==> config.mk <==
export PLATFORM = sky130hd
export DESIGN_NAME = ultrasonic_burst_generator
export DESIGN_NICKNAME = d
export VERILOG_FILES = /design/src/burst_pkg.sv /design/src/drive_period_divider.sv /design/src/power_sequencer.sv /design/src/ultrasonic_burst_generator.sv
export SDC_FILE = /design/constraint.sdc
export NUM_CORES = 1
export LEC_CHECK = 0
export BUFFER_PORTS_ARGS = -buffer_cell sky130_fd_sc_hd__buf_2
export CAP_MARGIN = 0
export CORE_MARGIN = 2
export CORE_UTILIZATION = 57
export CTS_CLUSTER_SIZE = 25
export DETAILED_ROUTE_END_ITERATION = 12
export GPL_TIMING_DRIVEN = 0
export PLACE_DENSITY = 0.83
export REMOVE_ABC_BUFFERS = 1
export SLEW_MARGIN = 10
export SYNTH_ARGS = -nofsm -noshare
export SYNTH_HDL_FRONTEND = slang
export SYNTH_SLANG_ARGS = --single-unit
==> constraint.sdc <==
create_clock -name pclk -period 6.4 [get_ports pclk]
set_clock_uncertainty 0.1 [all_clocks]
set_input_delay 0.96 -clock pclk [delete_from_list [all_inputs] [get_ports pclk]]
set_output_delay 0.96 -clock pclk [all_outputs]
set_load 0.03 [all_outputs]
==> src/burst_pkg.sv <==
package burst_pkg;
  // ************************************************************
  // Register map (byte addresses)
  // ************************************************************
  localparam logic [7:0] OFS_CONFIG = 8'h00;
  localparam logic [7:0] OFS_PRESET = 8'h04;
  localparam logic [7:0] OFS_DEAD = 8'h08;
  localparam logic [7:0] OFS_COMMAND = 8'h0c;
  localparam logic [7:0] OFS_STATUS = 8'h10;
  localparam logic [7:0] OFS_PERIOD = 8'h14;

  // ************************************************************
  // Field positions
  // ************************************************************
  localparam int CFG_CODE_LSB = 0;
  localparam int CFG_CODE_W = 8;
  localparam int CFG_RANGE_BIT = 8;
  localparam int CFG_LIMIT_BIT = 9;
  localparam int CFG_LOWPWR_BIT = 10;
  localparam int PRE_ONE_LSB = 0;
  localparam int PRE_TWO_LSB = 8;
  localparam int PULSE_W = 5;
  localparam int DEAD_W = 12;
  localparam int CMD_START_BIT = 0;
  localparam int CMD_PRESET_BIT = 1;
  localparam int PERIOD_W = 16;

  // ************************************************************
  // Reset values
  // ************************************************************
  localparam logic [7:0] RST_CODE = 8'h00;
  localparam logic [4:0] RST_PULSES = 5'h00;
  localparam logic [11:0] RST_DEAD = 12'h000;

  // ************************************************************
  // Frequency arithmetic and timing
  // ************************************************************
  localparam int DIV_W = 28;
  localparam logic [27:0] CORE_CLK_HZ = 28'd200000000;
  localparam logic [19:0] DRV_BASE_HZ = 20'd30000;
  localparam logic [19:0] DRV_STEP_HZ = 20'd200;
  localparam logic [7:0] CODE_MAX = 8'd200;
  localparam logic [2:0] RANGE_MULT = 3'd6;
  localparam logic [4:0] DIV_STEPS = 5'd28;
  localparam logic [2:0] POR_QUAL_CYCLES = 3'd4;
endpackage

==> src/drive_period_divider.sv <==
`timescale 1ns/1ps
`default_nettype none
module drive_period_divider (
  input wire logic pclk,
  input wire logic presetn,
  input wire logic start,
  input wire logic [27:0] divisor,
  output logic [15:0] period,
  output logic valid
);
  logic [27:0] rem_ff;
  logic [27:0] dvd_ff;
  logic [27:0] div_ff;
  logic [27:0] quo_ff;
  logic [4:0] step_ff;
  logic busy_ff;
  logic valid_ff;
  wire logic [28:0] rem_sh = {rem_ff, dvd_ff[27]};
  wire logic ge = rem_sh >= {1'b0, div_ff};
  wire logic [28:0] rem_sub = rem_sh - {1'b0, div_ff};
  wire logic [27:0] nxt_rem = ge ? rem_sub[27:0] : rem_sh[27:0];

  // Serial restoring divide: one quotient bit per clock saves a wide divider
  always_ff @(posedge pclk or negedge presetn) begin
    if (!presetn) begin
      rem_ff <= '0;
      dvd_ff <= '0;
      div_ff <= '0;
      quo_ff <= '0;
      step_ff <= '0;
      busy_ff <= 1'b0;
      valid_ff <= 1'b0;
    end else if (start) begin
      rem_ff <= '0;
      dvd_ff <= burst_pkg::CORE_CLK_HZ;
      div_ff <= divisor;
      quo_ff <= '0;
      step_ff <= '0;
      busy_ff <= 1'b1;
      valid_ff <= 1'b0;
    end else if (busy_ff) begin
      rem_ff <= nxt_rem;
      dvd_ff <= {dvd_ff[26:0], 1'b0};
      quo_ff <= {quo_ff[26:0], ge};
      step_ff <= step_ff + 5'd1;
      busy_ff <= (step_ff != burst_pkg::DIV_STEPS - 5'd1);
      valid_ff <= (step_ff == burst_pkg::DIV_STEPS - 5'd1);
    end
  end

  assign period = quo_ff[15:0];
  assign valid = valid_ff;
endmodule
`default_nettype wire

==> src/power_sequencer.sv <==
`timescale 1ns/1ps
`default_nettype none
module power_sequencer (
  input wire logic pclk,
  input wire logic presetn,
  input wire logic low_power_req,
  input wire logic analog_reg_good,
  input wire logic interface_reg_good,
  input wire logic core_clock_running,
  output logic interface_reg_enable,
  output logic analog_reg_enable,
  output logic core_ready
);
  logic iface_en_ff;
  logic analog_en_ff;
  logic ready_ff;
  logic [2:0] qual_ff;
  wire logic all_good = analog_reg_good && interface_reg_good && core_clock_running
                        && analog_en_ff;

  always_ff @(posedge pclk or negedge presetn) begin
    if (!presetn) begin
      iface_en_ff <= 1'b0;
      analog_en_ff <= 1'b0;
      ready_ff <= 1'b0;
      qual_ff <= '0;
    end else begin
      iface_en_ff <= 1'b1; // [RULE11]
      analog_en_ff <= !low_power_req; // [RULE11]
      // Supplies must stay good for a few cycles; a glitch restarts the count
      if (!all_good || low_power_req) begin
        qual_ff <= '0;
        ready_ff <= 1'b0; // [RULE10]
      end else if (qual_ff != burst_pkg::POR_QUAL_CYCLES) begin
        qual_ff <= qual_ff + 3'd1;
      end else begin
        ready_ff <= 1'b1; // [RULE10]
      end
    end
  end

  assign interface_reg_enable = iface_en_ff;
  assign analog_reg_enable = analog_en_ff;
  assign core_ready = ready_ff;
endmodule
`default_nettype wire

==> src/ultrasonic_burst_generator.sv <==
// Behaviour
// RULE1: Drive frequency is 30 kHz plus 0.2 kHz*code.
// RULE2: Output period is core clock divided by ratio.
// RULE3: Nonzero count M gives exactly M pulse pairs.
// RULE4: Zero count pulses first output, second Hi-Z.
// RULE5: Range shift multiplies drive frequency by six.
// RULE6: Outputs alternate as complementary low-side switches.
// RULE7: Limit disable drives switches fully on.
// RULE8: Dead time shortens active part, period unchanged.
// RULE9: Software keeps dead time within period/8.
// RULE10: Hold reset until regulators and clock good.
// RULE11: Low power keeps interface regulator only.
// RULE12: Burst starts on command, ends with outputs off.
`timescale 1ns/1ps
`default_nettype none
module ultrasonic_burst_generator (
  input wire logic pclk,
  input wire logic presetn,
  input wire logic [7:0] paddr,
  input wire logic psel,
  input wire logic penable,
  input wire logic pwrite,
  input wire logic [31:0] pwdata,
  output logic [31:0] prdata,
  output logic pready,
  output logic pslverr,
  input wire logic analog_reg_good,
  input wire logic interface_reg_good,
  input wire logic core_clock_running,
  output logic interface_pin_regulator,
  output logic analog_reg_enable,
  output logic device_ready,
  output logic driver_out_first,
  output logic driver_out_second,
  output logic driver_second_oe_n,
  output logic limit_disable
);
  typedef enum logic [1:0] {
    st_idle,
    st_pairs,
    st_single
  } burst_state_t;

  // ************************************************************
  // Register state
  // ************************************************************
  logic [7:0] drive_code_a_ff;
  logic range_x6_select_ff;
  logic limit_disable_ff;
  logic low_power_ff;
  logic [4:0] first_preset_pulses_ff;
  logic [4:0] second_preset_pulses_ff;
  logic [11:0] dead_time_setting_ff;
  logic recalc_ff;
  logic [31:0] prdata_ff;
  logic pready_ff;
  logic pslverr_ff;

  // ************************************************************
  // Burst state
  // ************************************************************
  burst_state_t state_ff;
  burst_state_t nxt_state;
  logic [15:0] period_ff;
  logic [11:0] dead_ff;
  logic [15:0] phase_ff;
  logic [4:0] pairs_left_ff;
  logic last_preset_ff;
  logic first_on_ff;
  logic second_on_ff;
  logic second_oe_n_ff;
  logic refused_ff;
  logic period_ok_ff;

  wire logic [15:0] div_period;
  wire logic div_valid;
  wire logic core_ready;
  wire logic iface_en;
  wire logic analog_en;

  // ************************************************************
  // Helpers
  // ************************************************************
  // Full-width compare; partial decode would alias one write onto two registers
  function automatic logic addr_hit(input logic [7:0] a, input logic [7:0] ofs);
    return a == ofs;
  endfunction

  // ************************************************************
  // APB decode
  // ************************************************************
  wire logic access = psel && penable;
  wire logic commit = access && pready_ff;
  wire logic hit_config = addr_hit(paddr, burst_pkg::OFS_CONFIG);
  wire logic hit_preset = addr_hit(paddr, burst_pkg::OFS_PRESET);
  wire logic hit_dead = addr_hit(paddr, burst_pkg::OFS_DEAD);
  wire logic hit_command = addr_hit(paddr, burst_pkg::OFS_COMMAND);
  wire logic hit_status = addr_hit(paddr, burst_pkg::OFS_STATUS);
  wire logic hit_period = addr_hit(paddr, burst_pkg::OFS_PERIOD);
  wire logic mapped = hit_config || hit_preset || hit_dead || hit_command
                      || hit_status || hit_period;
  wire logic wr_config = commit && pwrite && hit_config;
  wire logic wr_preset = commit && pwrite && hit_preset;
  wire logic wr_dead = commit && pwrite && hit_dead;
  wire logic wr_command = commit && pwrite && hit_command;

  // Codes above the top of the table are clamped rather than wrapped
  wire logic [7:0] wr_code = pwdata[burst_pkg::CFG_CODE_LSB +: burst_pkg::CFG_CODE_W];
  wire logic [7:0] clamp_code = (wr_code > burst_pkg::CODE_MAX) ? burst_pkg::CODE_MAX : wr_code;
  wire logic cfg_changes = wr_config && ((clamp_code != drive_code_a_ff)
                           || (pwdata[burst_pkg::CFG_RANGE_BIT] != range_x6_select_ff));

  // ************************************************************
  // Drive frequency in Hz
  // ************************************************************
  wire logic [19:0] step_hz = 20'(drive_code_a_ff * burst_pkg::DRV_STEP_HZ);
  wire logic [19:0] base_drive_code_a = burst_pkg::DRV_BASE_HZ + step_hz; // [RULE1]
  wire logic [22:0] shifted_drive_code_a = 23'(base_drive_code_a * burst_pkg::RANGE_MULT); // [RULE5]
  wire logic [27:0] drive_drive_code_a = range_x6_select_ff ? {5'h00, shifted_drive_code_a}
                                                     : {8'h00, base_drive_code_a};

  drive_period_divider u_divider (
    .pclk(pclk),
    .presetn(presetn),
    .start(recalc_ff),
    .divisor(drive_drive_code_a),
    .period(div_period),
    .valid(div_valid)
  );

  power_sequencer u_power (
    .pclk(pclk),
    .presetn(presetn),
    .low_power_req(low_power_ff),
    .analog_reg_good(analog_reg_good),
    .interface_reg_good(interface_reg_good),
    .core_clock_running(core_clock_running),
    .interface_reg_enable(iface_en),
    .analog_reg_enable(analog_en),
    .core_ready(core_ready)
  );

  // ************************************************************
  // Burst command and pulse shaping
  // ************************************************************
  wire logic cmd_start = wr_command && pwdata[burst_pkg::CMD_START_BIT];
  wire logic cmd_preset = pwdata[burst_pkg::CMD_PRESET_BIT];
  wire logic can_start = (state_ff == st_idle) && period_ok_ff && core_ready
                         && !recalc_ff;
  wire logic go = cmd_start && can_start;
  wire logic [4:0] chosen_pulses = cmd_preset ? second_preset_pulses_ff
                                              : first_preset_pulses_ff;
  wire logic [15:0] half = {1'b0, period_ff[15:1]};
  wire logic [15:0] dead_ext = {4'h0, dead_ff};
  wire logic [15:0] active_len = (half > dead_ext) ? half - dead_ext : 16'h0000; // [RULE8]
  wire logic in_second = phase_ff >= half;
  wire logic [15:0] half_phase = in_second ? phase_ff - half : phase_ff;
  wire logic active = half_phase < active_len; // [RULE8]
  wire logic period_end = phase_ff == period_ff - 16'h0001; // [RULE2]
  wire logic last_pair = pairs_left_ff == 5'h01;

  always_comb begin
    nxt_state = state_ff;
    case (state_ff)
      st_idle: begin
        if (go) begin
          nxt_state = (chosen_pulses == 5'h00) ? st_single : st_pairs; // [RULE12]
        end
      end
      st_pairs: begin
        if (period_end && last_pair) begin
          nxt_state = st_idle; // [RULE3]
        end
      end
      st_single: begin
        if (period_end) begin
          nxt_state = st_idle; // [RULE4]
        end
      end
      default: begin
        nxt_state = st_idle;
      end
    endcase
  end

  always_ff @(posedge pclk or negedge presetn) begin
    if (!presetn) begin
      state_ff <= st_idle;
    end else begin
      state_ff <= nxt_state;
    end
  end

  // Period and dead time are frozen per burst so writes cannot tear a pulse
  always_ff @(posedge pclk or negedge presetn) begin
    if (!presetn) begin
      period_ff <= 16'h0000;
      dead_ff <= burst_pkg::RST_DEAD;
      phase_ff <= 16'h0000;
      pairs_left_ff <= 5'h00;
      last_preset_ff <= 1'b0;
    end else if (go) begin
      period_ff <= div_period; // [RULE2]
      dead_ff <= dead_time_setting_ff;
      phase_ff <= 16'h0000;
      pairs_left_ff <= chosen_pulses; // [RULE3]
      last_preset_ff <= cmd_preset;
    end else if (state_ff != st_idle) begin
      phase_ff <= period_end ? 16'h0000 : phase_ff + 16'h0001;
      if (period_end && state_ff == st_pairs) begin
        pairs_left_ff <= pairs_left_ff - 5'h01; // [RULE3]
      end
    end
  end

  // Outputs are one cycle behind the phase counter, which keeps them glitch free
  always_ff @(posedge pclk or negedge presetn) begin
    if (!presetn) begin
      first_on_ff <= 1'b0;
      second_on_ff <= 1'b0;
      second_oe_n_ff <= 1'b1;
    end else begin
      case (state_ff)
        st_pairs: begin
          first_on_ff <= !in_second && active; // [RULE6]
          second_on_ff <= in_second && active; // [RULE6]
          second_oe_n_ff <= 1'b0;
        end
        st_single: begin
          first_on_ff <= !in_second && active; // [RULE4]
          second_on_ff <= 1'b0;
          second_oe_n_ff <= 1'b1; // [RULE4]
        end
        default: begin
          // Idle holds the second pin driven off rather than floating
          first_on_ff <= 1'b0; // [RULE12]
          second_on_ff <= 1'b0; // [RULE12]
          second_oe_n_ff <= 1'b0;
        end
      endcase
    end
  end

  // ************************************************************
  // Register writes
  // ************************************************************
  always_ff @(posedge pclk or negedge presetn) begin
    if (!presetn) begin
      drive_code_a_ff <= burst_pkg::RST_CODE;
      range_x6_select_ff <= 1'b0;
      limit_disable_ff <= 1'b0;
      low_power_ff <= 1'b0;
      first_preset_pulses_ff <= burst_pkg::RST_PULSES;
      second_preset_pulses_ff <= burst_pkg::RST_PULSES;
      dead_time_setting_ff <= burst_pkg::RST_DEAD;
    end else begin
      if (wr_config) begin
        drive_code_a_ff <= clamp_code; // [RULE1]
        range_x6_select_ff <= pwdata[burst_pkg::CFG_RANGE_BIT]; // [RULE5]
        limit_disable_ff <= pwdata[burst_pkg::CFG_LIMIT_BIT]; // [RULE7]
        low_power_ff <= pwdata[burst_pkg::CFG_LOWPWR_BIT]; // [RULE11]
      end
      if (wr_preset) begin
        first_preset_pulses_ff <= pwdata[burst_pkg::PRE_ONE_LSB +: burst_pkg::PULSE_W];
        second_preset_pulses_ff <= pwdata[burst_pkg::PRE_TWO_LSB +: burst_pkg::PULSE_W];
      end
      if (wr_dead) begin
        // Not range checked: keeping it within an eighth of the period is up to software
        dead_time_setting_ff <= pwdata[burst_pkg::DEAD_W-1:0];
      end
    end
  end

  // Recompute the ratio once after reset and after any frequency change
  always_ff @(posedge pclk or negedge presetn) begin
    if (!presetn) begin
      recalc_ff <= 1'b1;
      period_ok_ff <= 1'b0;
      refused_ff <= 1'b0;
    end else begin
      recalc_ff <= cfg_changes;
      if (recalc_ff) begin
        period_ok_ff <= 1'b0;
      end else if (div_valid) begin
        period_ok_ff <= 1'b1;
      end
      // Set wins over the clearing read of the status word
      if (cmd_start && !can_start) begin
        refused_ff <= 1'b1;
      end else if (commit && !pwrite && hit_status) begin
        refused_ff <= 1'b0;
      end
    end
  end

  // ************************************************************
  // Read words
  // ************************************************************
  // Status is live; busy and pairs left follow the burst as it runs
  wire logic busy = state_ff != st_idle;
  wire logic single_run = state_ff == st_single;
  wire logic [31:0] rd_config = {21'h000000, low_power_ff, limit_disable_ff,
                                 range_x6_select_ff, drive_code_a_ff};
  wire logic [31:0] rd_preset = {19'h00000, second_preset_pulses_ff, 3'h0,
                                 first_preset_pulses_ff};
  wire logic [31:0] rd_dead = {20'h00000, dead_time_setting_ff};
  wire logic [31:0] rd_status = {19'h00000, pairs_left_ff, 2'h0, refused_ff,
                                 last_preset_ff, period_ok_ff, core_ready,
                                 single_run, busy};
  wire logic [31:0] rd_period = {16'h0000, div_period};
  wire logic [31:0] rd_mux = hit_config ? rd_config :
                             hit_preset ? rd_preset :
                             hit_dead ? rd_dead :
                             hit_status ? rd_status :
                             hit_period ? rd_period : 32'h00000000;

  // ************************************************************
  // APB answer: one wait state, data registered
  // ************************************************************
  always_ff @(posedge pclk or negedge presetn) begin
    if (!presetn) begin
      pready_ff <= 1'b0;
      prdata_ff <= 32'h00000000;
      pslverr_ff <= 1'b0;
    end else begin
      pready_ff <= access && !pready_ff;
      prdata_ff <= (access && !pready_ff && !pwrite) ? rd_mux : 32'h00000000;
      pslverr_ff <= access && !pready_ff && !mapped;
    end
  end

  assign prdata = prdata_ff;
  assign pready = pready_ff;
  assign pslverr = pslverr_ff;
  assign interface_pin_regulator = iface_en;
  assign analog_reg_enable = analog_en;
  assign device_ready = core_ready;
  assign driver_out_first = first_on_ff;
  assign driver_out_second = second_on_ff;
  assign driver_second_oe_n = second_oe_n_ff;
  assign limit_disable = limit_disable_ff; // [RULE7]
endmodule
`default_nettype wire

==> summary.md, run 1 <==
| Metric | Value |
|---|---|
| Clock Path Buffers | `3` |
| DP HPWL | `24600 um` |
| Finished Layout Cells | `1910` |
| Io pins | `89` |
| First-pass GRT wire length | `57200 um` |
| Post-route ant nets | `0` |
| PD cells | `222 nW/um^2` |
| P_leak | `7.12 nW` |
| Yosys cell types | `77` |
| Crit Path Max Fanout | `11` |
| Dpl cells | `1866` |
| Worst Setup End Kind | `register` |
| Top FF cell, synth | `dfrtp_1` |
| Pin slew with the least headroom to its limit | `1.11 ns` |
| Core area | `23600 sq um` |
| Top-area cell type share of the netlist area | `0.363` |
| Post-CTS Resized | `0` |
| Final #Nets | `1737` |
| RSZ-0062 raised after global routing | `no` |
| Drt drc | `0` |
| Inserted Clock Buffers | `24` |
| Synth Instances | `1546` |
| Peak supply drop | `0.258 mV` |
| # rows | `56` |
| Reg2Reg Depth | `17` |
| Total clock sinks | `202` |
| Die area | `25400 sq um` |
| Via-to-Cell Ratio | `6.12` |
| WL/cell | `17.7 um` |
| Multi-input logic area | `8060 sq um` |
| Worst r2r dst | `u_divider.div_ff[18]` |
| All-Layer GR Usage | `0.268` |
| Die height | `159 um` |
| Detailed router's first-iteration violation count | `1250` |
| Status | `finished clean` |
| Sequential-to-total area share from yosys stat | `0.367` |
| Pin count of the biggest net entering global routing | `116` |
| Post-Synthesis Mean Instance Area | `8.91 sq um` |
| Top-count cell post-synth | `dfrtp_1` |
| Crit start category | `register` |
| Clk_lat worst skew | `0.52 ns` |
| Vias in the first global route | `11500` |
| Area leader, netlist | `dfrtp_1` |
| Hold_ws | `0.360 ns` |
| Syn. warnings | `0` |
| Required @ worst endpoint | `6.74 ns` |
| FILL cells | `1933` |
| Final period util | `0.852` |
| Max-slew violations | `0` |
| Overall power | `3.35 mW` |
| Synth Register Bits | `202` |
| Port Buffer Count | `53` |
| Width of the chip | `159 um` |
| Share of layout cells above drive strength 1 | `0.0949` |
| Worst R2R Start | `drive_code_a_ff[1]` |
| Number of synthesized flops with an enable pin | `0` |
| Clock root buffer master | `clkbuf_16` |
| Initial Utilization | `0.584` |
| Fin crit period | `5.45 ns` |
| H-tree level count | `1` |
| Worst hold path class | `in -> async` |
| Fin util | `0.638` |
| Routability cong. | `0.960` |
| Synth area leaders | `dfrtp_1 36%, ha_1 10%, mux2i_1 4.5%, nand2_1 4.3%, nor2_1 4.0%` |
| Drt first pass iters | `5` |
| ANT cells | `0` |
| Final WL | `33900 um` |
| WS Path Type | `reg -> reg` |
| Reg2Reg Setup Slack | `0.95 ns` |
| Setup Buffers After CTS | `0` |
| Final Hold Fails | `0` |
| Reg area | `5060 sq um` |
| Mapped Area | `13800 sq um` |
| Initial antenna violation count | `1` |
| Highest clock rate | `0.183 GHz` |
| Hold buffer count at CTS | `0` |
| Relative slew slack | `0.258` |
| CTS clk-pin slew, worst paths | `0.06 ns` |
| CTS tree | `done` |
| Arr. time, crit path | `5.79 ns` |
| Area grow syn2layout | `9.36%` |
| Remaining Overflow, GRT | `0` |
| Max_cap viols | `0` |
| Setup violations, final | `0` |
| Setup Total Neg Slack | `0 ns` |
| Ys async rst share | `1.00` |
| Vias | `11700` |
| Synth cell count leaders | `200 x dfrtp_1, 159 x nand2_1, 147 x nor2_1, 111 x ha_1, 99 x inv_1` |
## area by class of cell
| cell class | count | share of cell area |
|---|---|---|
| multi-input combinational | 1180 | 0.534 |
| sequential | 202 | 0.336 |
| clock buffer | 35 | 0.0467 |
| tap | 319 | 0.0265 |
| timing repair buffer | 65 | 0.0260 |
| inverter | 100 | 0.0249 |
| clock inverter | 9 | 0.00540 |
## flip-flops by register name, summed over array words and instances (netlist names), 3 cells and up
signal,cells
period_ff,16
phase_ff,16
first_preset_pulses_ff,5
dead_time_setting_ff,12
u_power.qual_ff,3
prdata,16
pairs_left_ff,5
dead_ff,12
u_divider.quo_ff,16
u_divider.dvd_ff,19
u_divider.step_ff,5
u_divider.div_ff,17
drive_code_a_ff,8
u_divider.rem_ff,28
second_preset_pulses_ff,5
## routing by layer
layer	vias to the layer above	GRT usage	share of wire
met5	-	0	0
met4	0	0.112	0.044
met3	111	0.0427	0.061
met2	383	0.455	0.48
met1	5676	0.342	0.41
li1	5520	-	-
## worst max-delay path by stage
stage | startpoint | end | slack (ns) | cells after the start
floorplan | paddr[1] | dead_ff[10] | -0.38 | 5
global placement | paddr[2] | period_ff[11] | -3.42 | 6
detailed placement | drive_code_a_ff[1] | u_divider.div_ff[18] | 0.98 | 17
CTS | drive_code_a_ff[1] | u_divider.div_ff[18] | 0.97 | 17
global route | period_ff[2] | driver_out_second | 0.52 | 17
finish | drive_code_a_ff[1] | u_divider.div_ff[18] | 0.95 | 17
## power by group
| group | internal, mW | leakage (nW) | switching (mW) |
|---|---|---|---|
| logic | 0.280 | 4.16 | 0.404 |
| clock network | 0.803 | 0.378 | 0.533 |
| registers | 1.31 | 2.59 | 0.0276 |
| total | 2.39 | 7.12 | 0.965 |
## stage by stage
step | setup slack [ns] | area [sq um]
2_1_floorplan | -0.385 | 13500
3_3_place_gp | -3.42 | 14100
3_5_place_dp | 0.981 | 14300
4_1_cts | 0.971 | 15100
5_1_grt | 0.516 | 15100
6_report | 0.950 | 15100
## cells by family after synthesis
family                     after synthesis  share of synthesized area
AOI/OAI and AO/OA                      356                      0.167
xor gates and xnor gates                96                     0.0620
adders and majority gates              116                      0.108
buffers and inverters                  179                     0.0538
DFF                                    202                      0.367
muxes                                   89                     0.0671
other                                    2                   0.000545
and+or+nand+nor                        506                      0.174
## layout by cell type (no fill, tap or decap), types with 30 or more instances in the layout
cell / count
inv_1: 99
nand3_1: 30
a21o_1: 32
buf_2: 56
nor3_1: 45
nand2_1: 159
nor2_1: 147
dfrtp_1: 199
xnor2_1: 53
ha_1: 111
o21ai_0: 92
a21oi_1: 74
mux2i_1: 62
xor2_1: 42
## critical path, stage by stage (launching register included)
cell and delay, ns:
dfrtp_1 0.58, inv_1 0.12, ha_1 0.38, ha_1 0.23, fa_1 0.44, ha_1 0.37, nor2b_1 0.16, o31a_1 0.27
o21a_1 0.19, o31ai_1 0.44, nor3b_1 0.48, xnor2_1 0.28, ha_1 0.36, nor2b_1 0.12, a41oi_1 0.06, a32o_1 0.25
or4_1 0.47, nand3_1 0.09
Note: power is estimated with default switching activity, not from simulation.
==> run 2, diff against run 1 <==
- CTS_BUF_LIST: not set -> sky130_fd_sc_hd__clkbuf_8
- PLACE_DENSITY: 0.83 -> 0.86
- clock period: 6.4 -> 4.6 ns (I/O delays scaled with it)
==> run 2 against run 1 <==
  * Register-to-register slack got worse by 1.0 ns
  * Sequential power rose by 39%
  * Clock power rose by 28%
  * Clock-buffer cell count rose by 15
  * Routed wire length rose by 5.7%
  * The run now ends with setup timing left
==> summary.md, run 2 (synthesized netlist as in run 1, its figures left out) <==
| Metric | Value |
|---|---|
| Most frequent cells in the layout | `189 x dfrtp_1, 158 x nand2_1, 147 x nor2_1 (was 199 x dfrtp_1, 159 x nand2_1, 147 x nor2_1)` |
| DR WL met2 | `17600 um (was 16300 um)` |
| Max-slew violations | `0 (unchanged)` |
| Max Used Layer | `met4 (unchanged)` |
| Reg2Reg Setup Slack | `-0.06 ns (was 0.95 ns)` |
| Worst hold path class | `in -> async (unchanged)` |
| P_leak | `7.34 nW (was 7.12 nW)` |
| Max incr delay on CP | `0.46 ns (was 0.58 ns)` |
| Inserted Clock Buffers | `36 (was 24)` |
| CTS tree | `done (unchanged)` |
| Fin crit period | `4.66 ns (was 5.45 ns)` |
| DP HPWL | `24000 um (was 24600 um)` |
| Multi-input logic area | `8460 sq um (was 8060 sq um)` |
| Drt first pass iters | `7 (was 5)` |
| Reg area | `5080 sq um (was 5060 sq um)` |
| Worst r2r dst | `u_divider.div_ff[17] (was u_divider.div_ff[18])` |
| Worst Setup End Kind | `register (unchanged)` |
| Total clock sinks | `202 (unchanged)` |
| Area grow syn2layout | `13.3% (was 9.36%)` |
| Most frequent cell on the critical path | `ha_1 (unchanged)` |
| Wl on met1 | `14400 um (was 14000 um)` |
| PD cells | `294 nW/um^2 (was 222 nW/um^2)` |
| Worst Path Buf+Inv | `2 (was 1)` |
| Peak supply drop | `0.362 mV (was 0.258 mV)` |
| Biggest register | `u_divider.rem_ff (unchanged)` |
| Vias | `11900 (was 11700)` |
| Most common library cell in the layout ignoring fill and taps | `dfrtp_1 (unchanged)` |
| Initial Utilization | `0.584 (unchanged)` |
| Status | `complete, but fails checks (was finished clean)` |
| Fin util | `0.661 (was 0.638)` |
| All-Layer GR Usage | `0.272 (was 0.268)` |
| Initial antenna violation count | `1 (unchanged)` |
| Via-to-Cell Ratio | `6.11 (was 6.12)` |
| Dpl cells | `1865 (was 1866)` |
| Detailed router's first-iteration violation count | `1013 (was 1250)` |
| Core area | `23600 sq um (unchanged)` |
| CP cell instances | `inv_2 -> ha_4 -> ha_2 -> ha_1 -> inv_1 -> fa_2 -> nor2b_1 -> o21ai_0 -> a21oi_2 -> o21a_1 -> xnor2_2 -> ha_1 -> and3_1 -> a211oi_2 -> o31a_1 -> xor2_1 -> o22ai_1 (was inv_1 -> ha_1 -> ha_1 -> fa_1 -> ha_1 -> nor2b_1 -> o31a_1 -> o21a_1 -> o31ai_1 -> nor3b_1 -> xnor2_1 -> ha_1 -> nor2b_1 -> a41oi_1 -> a32o_1 -> or4_1 -> nand3_1)` |
| Slowest cell on crit path | `fa_2 (was dfrtp_1)` |
| Worst setup margin | `-0.0610 ns (was 0.950 ns)` |
| H-tree level count | `2 (was 1)` |
| Clock Path Buffers | `3 (unchanged)` |
| Clk_lat worst skew | `0.54 ns (was 0.52 ns)` |
| WL/cell | `18.3 um (was 17.7 um)` |
| RSZ-0062 raised after global routing | `yes (was no)` |
| Arr. time, crit path | `4.94 ns (was 5.79 ns)` |
| Remaining Overflow, GRT | `0 (unchanged)` |
| Regs by FF count | `u_divider.rem_ff: 28 flops, u_divider.dvd_ff: 19 flops, u_divider.div_ff: 17 flops (unchanged)` |
| Final #Nets | `1770 (was 1737)` |
| Max reg flops | `28 (unchanged)` |
| Pin count of the biggest net entering global routing | `117 (was 116)` |
| Worst R2R Start | `drive_code_a_ff[2] (was drive_code_a_ff[1])` |
| Crit start category | `register (unchanged)` |
| Port Buffer Count | `53 (unchanged)` |
| Relative slew slack | `0.240 (was 0.258)` |
| Post-route ant nets | `0 (unchanged)` |
| Final Hold Fails | `0 (unchanged)` |
| Failing checks | `setup timing` |
| Crit-path leading delay family | `adder cells (unchanged)` |
| Highest clock rate | `0.215 GHz (was 0.183 GHz)` |
| Io pins | `89 (unchanged)` |
| Setup violations, final | `2 (was 0)` |
| CTS clk-pin slew, worst paths | `0.06 ns (about the same)` |
| Routability cong. | `0.931 (was 0.960)` |
| Final period util | `1.01 (was 0.852)` |
| Hold buffer count at CTS | `0 (unchanged)` |
| Die area | `25400 sq um (unchanged)` |
| Pin slew with the least headroom to its limit | `1.14 ns (was 1.11 ns)` |
| Width of the chip | `159 um (unchanged)` |
| FILL cells | `1799 (was 1933)` |
| # rows | `56 (unchanged)` |
| Finished Layout Cells | `1952 (was 1910)` |
| Required @ worst endpoint | `4.88 ns (was 6.74 ns)` |
| Share of layout cells above drive strength 1 | `0.156 (was 0.0949)` |
| Crit Path Max Fanout | `5 (was 11)` |
| Drt drc | `0 (unchanged)` |
| Max_cap viols | `0 (unchanged)` |
| Vias in the first global route | `11700 (was 11500)` |
| Die height | `159 um (unchanged)` |
| Met3 WL | `2000 um (was 2080 um)` |
| Reg2Reg Depth | `17 (unchanged)` |
| Final WL | `35800 um (was 33900 um)` |
| First-pass GRT wire length | `57400 um (was 57200 um)` |
| Clock root buffer master | `clkbuf_8 (was clkbuf_16)` |
| WS Path Type | `reg -> reg (unchanged)` |
==> run 2: changes by cell type in the layout (fill, tap and decap cells not counted), sizes merged <==
cell    before  now
clkbuf      35   50
buf         65   85
nand2      159  160
clkinv       6    3
inv         99  108
bufinv       1    0
diode        0    1
==> run 2: cell type report <==
class / instances / share of cell area
Antenna cell: 1 / 0.000160
Clock buffer: 50 / 0.0441
Clock inverter: 14 / 0.00425
Inverter: 100 / 0.0240
Multi-Input combinational cell: 1181 / 0.542
Sequential cell: 202 / 0.325
Tap cell: 319 / 0.0256
Timing Repair Buffer: 85 / 0.0351
==> run 2: per-stage QoR <==
step           setup TNS [ns]  setup WS, ns  instance area (sq um)  power [mW]  hold WS (ns)
2_1_floorplan          -84.83         -1.91                  13500        2.58         0.294
3_3_place_gp          -313.51         -4.94                  14100        2.78         0.362
3_5_place_dp            -4.02        -0.740                  14300        2.80         0.375
4_1_cts                     0        0.0192                  15400        4.57        0.0835
5_1_grt                -0.643        -0.196                  15600        4.82         0.120
6_report              -0.0854       -0.0610                  15600        4.59        0.0652
==> run 2: power breakdown <==
part / internal (mW) / total, mW / switching [mW]
combinational: 0.424 / 1.02 / 0.594
clock: 0.965 / 1.72 / 0.751
sequential: 1.82 / 1.85 / 0.0375
==> run 2: routing by layer <==
layer | GRT usage | up-vias
met5 | 0 | -
li1 | - | 5568
met2 | 0.469 | 457
met4 | 0.119 | 0
met1 | 0.343 | 5751
met3 | 0.0352 | 147
==> run 2: timing repair <==
item | CTS | global route
pin swaps | 13 | 18
gates cloned | 1 | 0
resized for setup | 39 | 44
endpoints found under the setup margin | 8 | 6
setup buffers | 16 | 5
==> run 2: worst max path at each step <==
stage                             from              endpoint  slack (ns)  cells past startpoint
finish              drive_code_a_ff[2]  u_divider.div_ff[17]       -0.06                     17
global route        drive_code_a_ff[2]  u_divider.div_ff[17]       -0.20                     17
CTS                 drive_code_a_ff[2]  u_divider.div_ff[18]        0.02                     17
detailed placement  drive_code_a_ff[1]  u_divider.div_ff[18]       -0.74                     17
global placement              paddr[2]         period_ff[14]       -4.94                      6
floorplan                     paddr[1]           dead_ff[10]       -1.91                      5
